**src/hw/dmm_pkg.sv**
```systemverilog
/*
 * Shared constants and carrier types for the multiply datapath.
 * Assumes one core clock and a classic Wishbone master for its registers.
 */
package dmm_pkg;

    // ***************************************************************
    // Widths
    // ***************************************************************
    localparam int ACC_W = 40;
    localparam int WORD_W = 16;
    localparam int OPND_W = 17;
    localparam int PROD_W = 34;
    localparam int RES_W = 32;
    localparam int IMM_W = 8;
    localparam int SLICE_HI = 32;
    localparam int SLICE_LO = 16;
    localparam int N_ACC = 4;

    // ***************************************************************
    // Register map (byte offsets) and reset values
    // ***************************************************************
    localparam logic [7:0] OFS_MODE = 8'h00;
    localparam logic [7:0] OFS_STATUS = 8'h04;
    localparam logic [7:0] OFS_COUNT = 8'h08;
    localparam logic [6:0] MODE_RST = 7'h20;
    localparam logic [3:0] STATUS_RST = 4'h0;
    localparam logic [31:0] COUNT_RST = 32'h0000_0000;

    // ***************************************************************
    // Arithmetic constants
    // ***************************************************************
    localparam logic [40:0] RND_HALF = 41'h000_0000_8000;
    localparam logic [15:0] RND_TIE = 16'h8000;
    localparam logic [16:0] OPND_MIN = 17'h1_8000;
    localparam logic [31:0] MUL_SAT = 32'h7fff_ffff;
    localparam logic [39:0] SAT40_POS = 40'h7f_ffff_ffff;
    localparam logic [39:0] SAT40_NEG = 40'h80_0000_0000;
    localparam logic [39:0] SAT32_POS = 40'h00_7fff_ffff;
    localparam logic [39:0] SAT32_NEG = 40'hff_8000_0000;

    // ***************************************************************
    // Types
    // ***************************************************************
    typedef enum logic [5:0] {
        FORM_ACC_ACC = 6'h01,
        FORM_ACC_T   = 6'h02,
        FORM_ACC_K8  = 6'h04,
        FORM_MEM_ACC = 6'h08,
        FORM_MEM_K8  = 6'h10,
        FORM_MEM_MEM = 6'h20
    } dmm_form_t;

    // Bit 6 is the top field; reset sets sign extension mode only.
    typedef struct packed {
        logic legacy_compat_mode_bit;
        logic sign_extension_mode_bit;
        logic saturate_on_multiply_bit;
        logic data_saturation_bit;
        logic rounding_method_bit;
        logic wide_overflow_mode_bit;
        logic fractional_mode_bit;
    } dmm_mode_t;

    typedef struct packed {
        logic valid;
        dmm_form_t form;
        logic rnd;
        logic uns_x;
        logic uns_y;
        logic copy_t3;
        logic [1:0] dst_idx;
        logic [39:0] source_accumulator;
        logic [39:0] dest_accumulator;
        logic [15:0] temp;
        logic [15:0] mem_x;
        logic [15:0] mem_y;
        logic [7:0] short_immediate_constant;
    } dmm_op_t;

    typedef struct packed {
        logic [39:0] acc;
        logic ovf;
        logic [1:0] dst_idx;
    } dmm_res_t;

endpackage

```
**src/hw/dmm_mul_top.sv**
```systemverilog
/*
 * Single-cycle multiply datapath of the data-unit multiply-accumulate.
 * Assumes the decoder presents one operation per cycle on op_i from logic
 * on clk_i, and a classic Wishbone master reaches the mode and status
 * registers.
 */
// Functional notes
// - Accumulator by accumulator multiplies bits 32..16 of both.
// - Accumulator by temp: accumulator slice times sign-extended temp.
// - Fractional mode shifts the raw product left by one bit.
// - Saturate-on-multiply saturates fractional min times min inside multiplier.
// - The 32-bit product is sign-extended to 40 bits.
// - Round by rounding method only when the rounding qualifier is set.
// - Overflow at 32 or 40 bits by wide mode sets dest flag.
// - On overflow saturate if data saturation set, else wrap.
// - Legacy mode gives identical results when wide mode is clear.
// - Every multiply form completes in one cycle.
// - Six mode bits steer it; only dest overflow flag changes.
// - Copy qualifier writes the memory operand into temp register three.
// - Short constant is sign-extended to 17 bits.
// - Unsigned memory operand zero-extends, else extends per sign mode.
`timescale 1ns/1ns
module dmm_mul_top (
    input wire logic clk_i,
    input wire logic rst_i,
    input wire logic ce_i,
    input wire logic wb_cyc_i,
    input wire logic wb_stb_i,
    input wire logic wb_we_i,
    input wire logic [7:0] wb_adr_i,
    input wire logic [3:0] wb_sel_i,
    input wire logic [31:0] wb_dat_i,
    output logic [31:0] wb_dat_o,
    output logic wb_ack_o,
    input wire dmm_pkg::dmm_op_t op_i,
    output logic res_valid_o,
    output dmm_pkg::dmm_res_t res_o,
    output logic t3_we_o,
    output logic [15:0] t3_data_o,
    output logic [3:0] ovf_flags_o,
    output dmm_pkg::dmm_mode_t mode_o
);

    // ***************************************************************
    // Register bus
    // ***************************************************************
    dmm_pkg::dmm_mode_t mode;
    logic [3:0] ovf_flag;
    logic [31:0] op_count;
    logic bus_req;
    logic bus_wr;
    logic [31:0] next_rdata;

    assign bus_req = wb_cyc_i && wb_stb_i && !wb_ack_o;
    assign bus_wr = bus_req && wb_we_i && wb_sel_i[0];

    // Unmapped offsets are acknowledged, read as zero and ignore writes.
    always_comb begin
        next_rdata = 32'h0000_0000;
        case (wb_adr_i)
            dmm_pkg::OFS_MODE: next_rdata = {25'h0, mode};
            dmm_pkg::OFS_STATUS: next_rdata = {28'h0, ovf_flag};
            dmm_pkg::OFS_COUNT: next_rdata = op_count;
            default: next_rdata = 32'h0000_0000;
        endcase
    end

    always_ff @(posedge clk_i) begin
        if (rst_i) begin
            wb_ack_o <= 1'b0;
            wb_dat_o <= 32'h0000_0000;
        end else if (ce_i) begin
            wb_ack_o <= bus_req;
            wb_dat_o <= bus_req ? next_rdata : 32'h0000_0000;
        end
    end

    // The legacy bit is only held: the datapath is already legacy-exact
    // while wide overflow mode is clear.
    always_ff @(posedge clk_i) begin
        if (rst_i) begin
            mode <= dmm_pkg::MODE_RST;
        end else if (ce_i && bus_wr && wb_adr_i == dmm_pkg::OFS_MODE) begin
            mode <= wb_dat_i[6:0];
        end
    end

    always_ff @(posedge clk_i) begin
        if (rst_i) begin
            mode_o <= dmm_pkg::MODE_RST;
        end else if (ce_i) begin
            mode_o <= (bus_wr && wb_adr_i == dmm_pkg::OFS_MODE)
                ? wb_dat_i[6:0] : mode;
        end
    end

    // ***************************************************************
    // Operand selection
    // ***************************************************************
    logic issue;
    logic [16:0] acc_src_hi;
    logic [16:0] acc_dst_hi;
    logic [16:0] ext_mem_x;
    logic [16:0] ext_mem_y;
    logic [16:0] ext_temp;
    logic [16:0] ext_imm;
    logic [16:0] opnd_a;
    logic [16:0] opnd_b;
    logic uses_mem;

    assign issue = ce_i && op_i.valid;

    // Upper accumulator slices.
    assign acc_src_hi = op_i.source_accumulator[dmm_pkg::SLICE_HI:
                                                dmm_pkg::SLICE_LO];
    assign acc_dst_hi = op_i.dest_accumulator[dmm_pkg::SLICE_HI:
                                              dmm_pkg::SLICE_LO];

    // Temp register is always sign-extended.
    assign ext_temp = {op_i.temp[15], op_i.temp};
    // Short constant sign-extended to 17 bits.
    assign ext_imm = {{9{op_i.short_immediate_constant[7]}},
                      op_i.short_immediate_constant};
    // Memory operands: zero for unsigned, else per sign mode.
    assign ext_mem_x = {!op_i.uns_x && mode.sign_extension_mode_bit
                        && op_i.mem_x[15], op_i.mem_x};
    assign ext_mem_y = {!op_i.uns_y && mode.sign_extension_mode_bit
                        && op_i.mem_y[15], op_i.mem_y};

    always_comb begin
        opnd_a = acc_src_hi;
        opnd_b = acc_dst_hi;
        uses_mem = 1'b0;
        case (op_i.form)
            dmm_pkg::FORM_ACC_ACC: begin
                opnd_a = acc_src_hi;
                opnd_b = acc_dst_hi;
            end
            dmm_pkg::FORM_ACC_T: begin
                opnd_a = acc_src_hi;
                opnd_b = ext_temp;
            end
            dmm_pkg::FORM_ACC_K8: begin
                opnd_a = acc_src_hi;
                opnd_b = ext_imm;
            end
            dmm_pkg::FORM_MEM_ACC: begin
                opnd_a = ext_mem_x;
                opnd_b = acc_src_hi;
                uses_mem = 1'b1;
            end
            dmm_pkg::FORM_MEM_K8: begin
                opnd_a = ext_mem_x;
                opnd_b = ext_imm;
                uses_mem = 1'b1;
            end
            dmm_pkg::FORM_MEM_MEM: begin
                opnd_a = ext_mem_x;
                opnd_b = ext_mem_y;
                uses_mem = 1'b1;
            end
            default: begin
                opnd_a = acc_src_hi;
                opnd_b = acc_dst_hi;
                uses_mem = 1'b0;
            end
        endcase
    end

    // ***************************************************************
    // Multiplier and result shaping
    // ***************************************************************
    logic signed [33:0] prod_raw;
    logic [33:0] prod_shift;
    logic [31:0] prod32;
    logic [39:0] prod40;
    logic [40:0] rnd_inc;
    logic [40:0] sum41;
    logic [40:0] rounded;
    logic ovf32;
    logic ovf40;
    logic ovf;
    logic [39:0] next_acc;

    // A 17x17 signed array covers signed and zero-extended 16-bit inputs
    // without a separate unsigned path.
    assign prod_raw = $signed(opnd_a) * $signed(opnd_b);

    // Fractional doubling before any other processing.
    assign prod_shift = mode.fractional_mode_bit
        ? {prod_raw[32:0], 1'b0} : prod_raw;

    // Min times min in fractional mode overflows 32 bits and is saturated
    // here when requested; other 32-bit overflows, from wider operands, are truncated.
    always_comb begin
        prod32 = prod_shift[31:0];
        if (mode.saturate_on_multiply_bit && mode.fractional_mode_bit &&
            opnd_a == dmm_pkg::OPND_MIN && opnd_b == dmm_pkg::OPND_MIN) begin
            prod32 = dmm_pkg::MUL_SAT;
        end
    end

    assign prod40 = {{8{prod32[31]}}, prod32};

    // Method 0 rounds half up; method 1 rounds a tie to the even neighbour.
    always_comb begin
        rnd_inc = 41'h0;
        if (op_i.rnd) begin
            rnd_inc = dmm_pkg::RND_HALF;
            if (mode.rounding_method_bit && prod40[16] == 1'b0 &&
                prod40[15:0] == dmm_pkg::RND_TIE) begin
                rnd_inc = 41'h0;
            end
        end
    end

    assign sum41 = {prod40[39], prod40} + rnd_inc;
    assign rounded = op_i.rnd ? {sum41[40:16], 16'h0000} : sum41;

    // Overflow boundary chosen by wide mode.
    assign ovf40 = rounded[40] ^ rounded[39];
    assign ovf32 = !(&rounded[40:31] || ~|rounded[40:31]);
    assign ovf = mode.wide_overflow_mode_bit ? ovf40 : ovf32;

    // Saturate toward the sign of the exact result.
    always_comb begin
        next_acc = rounded[39:0];
        if (ovf && mode.data_saturation_bit) begin
            if (mode.wide_overflow_mode_bit) begin
                next_acc = rounded[40] ? dmm_pkg::SAT40_NEG
                                       : dmm_pkg::SAT40_POS;
            end else begin
                next_acc = rounded[40] ? dmm_pkg::SAT32_NEG
                                       : dmm_pkg::SAT32_POS;
            end
        end
    end

    // ***************************************************************
    // Result, copy and status registers
    // ***************************************************************
    always_ff @(posedge clk_i) begin
        if (rst_i) begin
            res_valid_o <= 1'b0;
            res_o <= '0;
        end else if (ce_i) begin
            res_valid_o <= op_i.valid;
            if (op_i.valid) begin
                res_o.acc <= next_acc;
                res_o.ovf <= ovf;
                res_o.dst_idx <= op_i.dst_idx;
            end
        end
    end

    always_ff @(posedge clk_i) begin
        if (rst_i) begin
            t3_we_o <= 1'b0;
            t3_data_o <= 16'h0000;
        end else if (ce_i) begin
            t3_we_o <= op_i.valid && op_i.copy_t3 && uses_mem;
            if (op_i.valid && op_i.copy_t3 && uses_mem) begin
                t3_data_o <= op_i.mem_x;
            end
        end
    end

    // Sticky flags; a set in the same cycle as a write-one clear wins.
    // An operation only ever sets the destination's flag.
    logic [3:0] flag_set;
    logic [3:0] flag_clr;
    assign flag_set = (issue && ovf) ? (4'h1 << op_i.dst_idx) : 4'h0;
    assign flag_clr = (bus_wr && wb_adr_i == dmm_pkg::OFS_STATUS)
        ? wb_dat_i[3:0] : 4'h0;

    always_ff @(posedge clk_i) begin
        if (rst_i) begin
            ovf_flag <= dmm_pkg::STATUS_RST;
            ovf_flags_o <= dmm_pkg::STATUS_RST;
        end else if (ce_i) begin
            ovf_flag <= (ovf_flag & ~flag_clr) | flag_set;
            ovf_flags_o <= (ovf_flag & ~flag_clr) | flag_set;
        end
    end

    always_ff @(posedge clk_i) begin
        if (rst_i) begin
            op_count <= dmm_pkg::COUNT_RST;
        end else if (issue) begin
            op_count <= op_count + 32'h0000_0001;
        end
    end
endmodule

```
**config.mk**
```make
export PLATFORM = sky130hd
export DESIGN_NAME = dmm_mul_top
export DESIGN_NICKNAME = d
export VERILOG_FILES = /design/src/hw/dmm_pkg.sv /design/src/hw/dmm_mul_top.sv
export SDC_FILE = /design/constraint.sdc
export NUM_CORES = 1
export LEC_CHECK = 0
export ABC_AREA = 1
export BUFFER_PORTS_ARGS = -buffer_cell sky130_fd_sc_hd__buf_2
export CAP_MARGIN = 20
export CORE_UTILIZATION = 36
export CTS_BUF_LIST = sky130_fd_sc_hd__clkbuf_2
export CTS_CLUSTER_SIZE = 8
export DETAILED_ROUTE_END_ITERATION = 12
export PLACE_DENSITY = 0.59
export SYNTH_ARGS = -nofsm -noshare
export SYNTH_HDL_FRONTEND = slang
export SYNTH_SLANG_ARGS = --single-unit
```
**constraint.sdc**
```tcl
create_clock -name clk_i -period 9.9 [get_ports clk_i]
set_clock_uncertainty 0.2 [all_clocks]
set_input_delay 1.485 -clock clk_i [delete_from_list [all_inputs] [get_ports clk_i]]
set_output_delay 1.485 -clock clk_i [all_outputs]
set_load 0.02 [all_outputs]
```
# Word level (Yosys, flattened, before mapping)
# Cells that the tools add are included.
[word_totals]
input_bits = 199
ff_bits = 144
[classes]
n_shift = 1
n_eq_ne = 10
add_sub_neg = 2
n_bitwise = 5
n_mul = 1
muxes = 18
n_reduce_logical = 35
[ops]
columns = ["operator", "n"]
rows = [
  ["2-to-1 mux 40 bit", 4],
  ["2-to-1 mux 32 bit", 3],
  ["case mux 32 bit (3 select lines)", 1],
  ["case mux 17 bit (4 select lines)", 1],
  ["2-to-1 mux 16 bit", 3],
  ["== test 17 bit, second input constant", 2],
  ["adder 32 x 17 -> 33 bit", 1],
  ["adder 32 x 1 -> 32 bit, second input constant", 1],
  ["multiplier 17 x 17 -> 32 bit", 1],
  ["logical AND 1 bit", 22],
  ["2-to-1 mux 17 bit", 1],
  ["== test 16 bit, second input constant", 1],
  ["AND reduction 10 bit", 1],
  ["OR reduction 10 bit", 1],
  ["== test 8 x 3 -> 1 bit, second input constant", 1],
  ["== test 8 x 4 -> 1 bit, second input constant", 1],
  ["zero test 8 bit", 1],
  ["2-to-1 mux 4 bit", 2],
  ["2-to-1 mux 7 bit", 1],
  ["== test 6 x 2 -> 1 bit, second input constant", 1],
  ["== test 6 x 3 -> 1 bit, second input constant", 1],
  ["== test 6 x 4 -> 1 bit, second input constant", 1],
  ["== test 6 x 5 -> 1 bit, second input constant", 1],
  ["== test 6 bit, second input constant", 1],
  ["other kinds (12)", 18],
]

# Longest topological paths before layout
[depth]
depth_word = 22
ltp_mapped = 52
mapped_depth_nobuf = 49

# Worst setup path after synthesis
# No wires, ideal clock.
[synth_path]
path_kind = "input -> register"
from = "in op_i[142] in the netlist's numbering"
to = "reg res_o[5] in the netlist's numbering"
setup_time_ps = 122
path_stages = 50
path_slack_ps = 865
required_time_ps = 9578
arrival_time_ps = 8713
path_cell_list = "nor2_2 > buf_6 > nand2_1 > nor2_2 > buf_2 > nand2_1 > nand3_1 > nor2_1 > nand2_1 > nand2_1 > inv_1 > clkbuf_1 > nand2_1 > fa_1 > inv_1 > fa_1 > inv_1 > fa_1 > [14 not listed] > nand2_1 > inv_1 > nor2_1 > nand4_1 > nand2_1 > inv_1 > ha_1 > nand2_1 > nor2_2 > nand2_1 > nand2_1 > nand2_2 > inv_2 > nand2_1 > nand4_2 > buf_4 > nand2_1 > a21oi_2"
[synth_between]
elab_chain_len = 20
[synth_lines]
columns = ["element", "line", "text"]
rows = [
  ["from (decl)", "dmm_mul_top.sv:35", "input wire dmm_pkg::dmm_op_t op_i,"],
  ["parallel branches: the longest is 6 deep, another holds multiplier 17 x 17 -> 32 bit", "--", ""],
  ["2-to-1 mux 32 bit *", "dmm_mul_top.sv:197", "if (mode.saturate_on_multiply_bit && mode.fractional_mode_bit &&"],
  ["parallel branches: the longest is 5 deep, another holds == test 16 bit", "--", ""],
  ["adder 32 x 17 -> 33 bit *", "dmm_mul_top.sv:217", "assign sum41 = {prod40[39], prod40} + rnd_inc;"],
  ["OR reduction 10 bit", "dmm_mul_top.sv:222", "assign ovf32 = !(&rounded[40:31] || ~|rounded[40:31]);"],
  ["zero test 1 bit", "dmm_mul_top.sv:222", ""],
  ["logical OR 1 bit", "dmm_mul_top.sv:222", ""],
  ["zero test 1 bit", "dmm_mul_top.sv:222", ""],
  ["2-to-1 mux 1 bit", "dmm_mul_top.sv:223", "assign ovf = mode.wide_overflow_mode_bit ? ovf40 : ovf32;"],
  ["logical AND 1 bit", "dmm_mul_top.sv:228", "if (ovf && mode.data_saturation_bit) begin"],
  ["2-to-1 mux 40 bit *", "dmm_mul_top.sv:228", ""],
  ["to (decl)", "dmm_mul_top.sv:37", "output dmm_pkg::dmm_res_t res_o,"],
]
# Mark *: on every way between the ends.
# A chain may end at the register's enable or synchronous reset.

# Worst setup path after layout
[layout_path]
from = "in op_i[142] in the netlist's numbering"
to = "reg res_o[29] in the netlist's numbering"
# The elaborated chain is that of the path after synthesis.

==> run_results.csv <==
group,metric,value,unit
global_routing,grt_pass1_wl,93400,um
place,place.gp.congestion,0.949,
place,io_buffer_count,229,
timing,slew_headroom,0.396,
die,initial_core_util,0.366,
synth,postSynthAreaPerCell,7.19,um2
synth,yosys.area_share.simple,0.260,
routing,viasPerCell,4.93,
worst_setup_path,critPathKind,"input pin to flop",
synth,yosysSeqAreaShare,0.146,
final_layout,area_delta_synth_final,12.9,%
cts,clockRootBuffer,"clkbuf_2",
cts,htree_levels,4,
timing,rsz0062_at_grt,"false",
worst_setup_path,critical-path-top-delay-family,"adder cells",
synth,synth_compound_gate_area_share,0.0892,
synth,synth_edf_count,0,
routing,wirelength,56600,um
synth,yosysMostFrequentCell,"nand2_1",
die,row_count,83,
global_routing,grt_start_max_net_pins,67,
cts,clkLatencyLatePin,760,ps
synth,synth_top_area_frac,0.299,
cts,clock-sinks,138,
synth,netlist_area,0.0189,mm2
place,dpl.hpwl,48300,um
worst_setup_path,cp-end-kind,"flop",
die,fp.dieH,231,um
cts,postCtsSetupBuffers,0,
die,dieArea,0.0534,mm2
cts,cts_max_path_buffers,2,
min_path,hold_class,"flop to flop",
timing,setup_violations,0,
synth,yosys.area_share.adder,0.354,
place,dpl_worst_slack,-32.0,ps
die,num_io_pins,304,
global_routing,grt_antenna_before_repair,3,
worst_setup_path,cp_common_cell,"nand2_1",
synth,syn_nets,3192,
synth,synthTopCellsByArea,"fa_1 30%, dfxtp_1 15%, nand2_1 11%, inv_1 10%, nor2_1 6.6%",
routing,num_vias,17549,
worst_setup_path,cp-start-kind,"input pin",
cts,cts.repair.resized,0,
synth,synth_top_family_by_area,"adder cells",
final_layout,nNetsFinal,3432,
cts,cts_tree,"built",
worst_setup_path,crit_fanout,31,
synth,ys_dominant_reg_cell,"dfxtp_1",
flow_run,maxCapViolations,0,
cts,clk_pin_slew,270,ps
routing,wl_per_cell,15.9,um
routing,drt_iter0_markers,1043,
worst_setup_path,cp_slowest_cell,"fa_1",
synth,ys_top_cells_by_count,"569 x nand2_1, 507 x inv_1, 333 x nor2_1",
synth,synth_cell_types,53,
global_routing,grt_pass1_vias,17998,
synth,ys_ff_latch,138,
routing,drc,0,
global_routing,grt_util_all_layers,0.220,
timing,tightest_slew,905,ps
final_layout,drive_gt1_frac,0.153,
timing,setup_ws,652,ps
synth,synth.largest_area_cell,"fa_1",
timing,fin_crit_sh,0.934,
timing,hold_violations,0,
cts,numCtsBuffers,17,
timing,post-route-min-period,9250,ps
worst_setup_path,cp.buffers_inverters,11,
status,status,"finished, final reports clean",
routing,drt_first_pass_iters,6,
worst_setup_path,critical-path-max-stage-delay,560,ps
die,die_w,231,um
worst_setup_path,cp_data_arrival_time,9730,ps
timing,max_freq,108,MHz
synth,yosys_warnings,0,
global_routing,grt_overflow_total,0,
routing,drtAntennaViolNets,0,
synth,syn-instance-count,2627,
die,core,0.0516,mm2
cts,cts_hold_buf,0,
synth,async_reset_ff_frac,0,
worst_setup_path,cp.required,10390,ps
synth,synth-xor-area-share,0.0162,
timing,slew_viol_final,0,
synth,synth.area.mux_share,0,
## through the flow
| stage | hold slack, ps | utilization | cell area (um2) | TNS (ps) | std cells |
|---|---|---|---|---|---|
| global route | 273 | 0.413 | 21300 | 0 | 3563 |
| global placement | 248 | 0.408 | 21100 | 0 | 3527 |
| finish | 240 | 0.413 | 21300 | 0 | 3563 |
| CTS | 250 | 0.413 | 21300 | 0 | 3559 |
| floorplan | 245 | - | 18900 | 0 | 2627 |
| detailed placement | 254 | 0.408 | 21100 | -301 | 3527 |
## cell usage in the layout (no fill, tap or decap), drive strengths merged, types with 3 or more instances in the layout
master / n
a211oi: 3
a21o: 4
a21oi: 154
a31oi: 10
buf: 322
clkbuf: 17
clkinv: 8
dfxtp: 138
diode: 3
fa: 282
ha: 84
inv: 530
nand2: 587
nand3: 126
nand3b: 9
nand4: 44
nor2: 353
nor3: 19
nor4: 3
o211ai: 5
o21a: 5
o21ai: 112
o21bai: 3
o221ai: 3
or2: 10
xnor2: 13
xor2: 22
## worst reg2reg max path, delay by kind of cell, from the launching register on
family / cells / cell delay (ps)
fa+ha+maj: 7 / 3410
simple gates: 20 / 2330
buf+inv: 10 / 1270
compound gates: 2 / 380
flops: 1 / 340
## cell families (layout without fill, tap and decap cells)
family	count (synthesis)	count (layout)
simple gates	1154	1154
other cells	0	3
flops	138	138
compound gates	307	307
fa+ha+maj	366	366
buf+inv	627	880
xor+xnor	35	35
## registers in the layout (all words and copies together), names as in the netlist, 4 cells and up
| register | count |
|---|---|
| res_o | 37 |
| t3_data_o | 16 |
| op_count | 32 |
| mode | 7 |
| mode_o | 7 |
| ovf_flag | 4 |
| wb_dat_o | 32 |
## routing by layer
layer / global-route usage / share of wire
met1: 0.284 / 0.43
met2: 0.393 / 0.50
met3: 0.0298 / 0.061
met4: 0.0408 / 0.015
met5: 0 / 0
## path summary, 6_finish.rpt
kind | start | end | slack (ps) | cells after the start
max reg2reg | mode[5]$_SDFFE_PP1P_ | res_o[29]$_SDFFE_PP0P_ | 1950 | 39
min | op_count[15]$_SDFFE_PP0P_ | wb_dat_o[15]$_SDFFE_PP0P_ | 240 | 2
min reg2reg | op_count[15]$_SDFFE_PP0P_ | wb_dat_o[15]$_SDFFE_PP0P_ | 240 | 2
max | op_i[142] | res_o[29]$_SDFFE_PP0P_ | 650 | 46
## final cells by class
type / count / area, um2
well taps: 680 / 851
flip-flops and latches: 138 / 2760
inverters: 526 / 1970
repair buffers: 322 / 1890
clock buffers: 17 / 85.1
diodes: 3 / 7.51
fillers: 5427 / 30300
multi-input cells: 1862 / 13600
clock inverters: 15 / 154
Power is left out: the tool's default activity adds up to more than one toggle a clock period on the data nets, which glitch-free logic cannot reach.
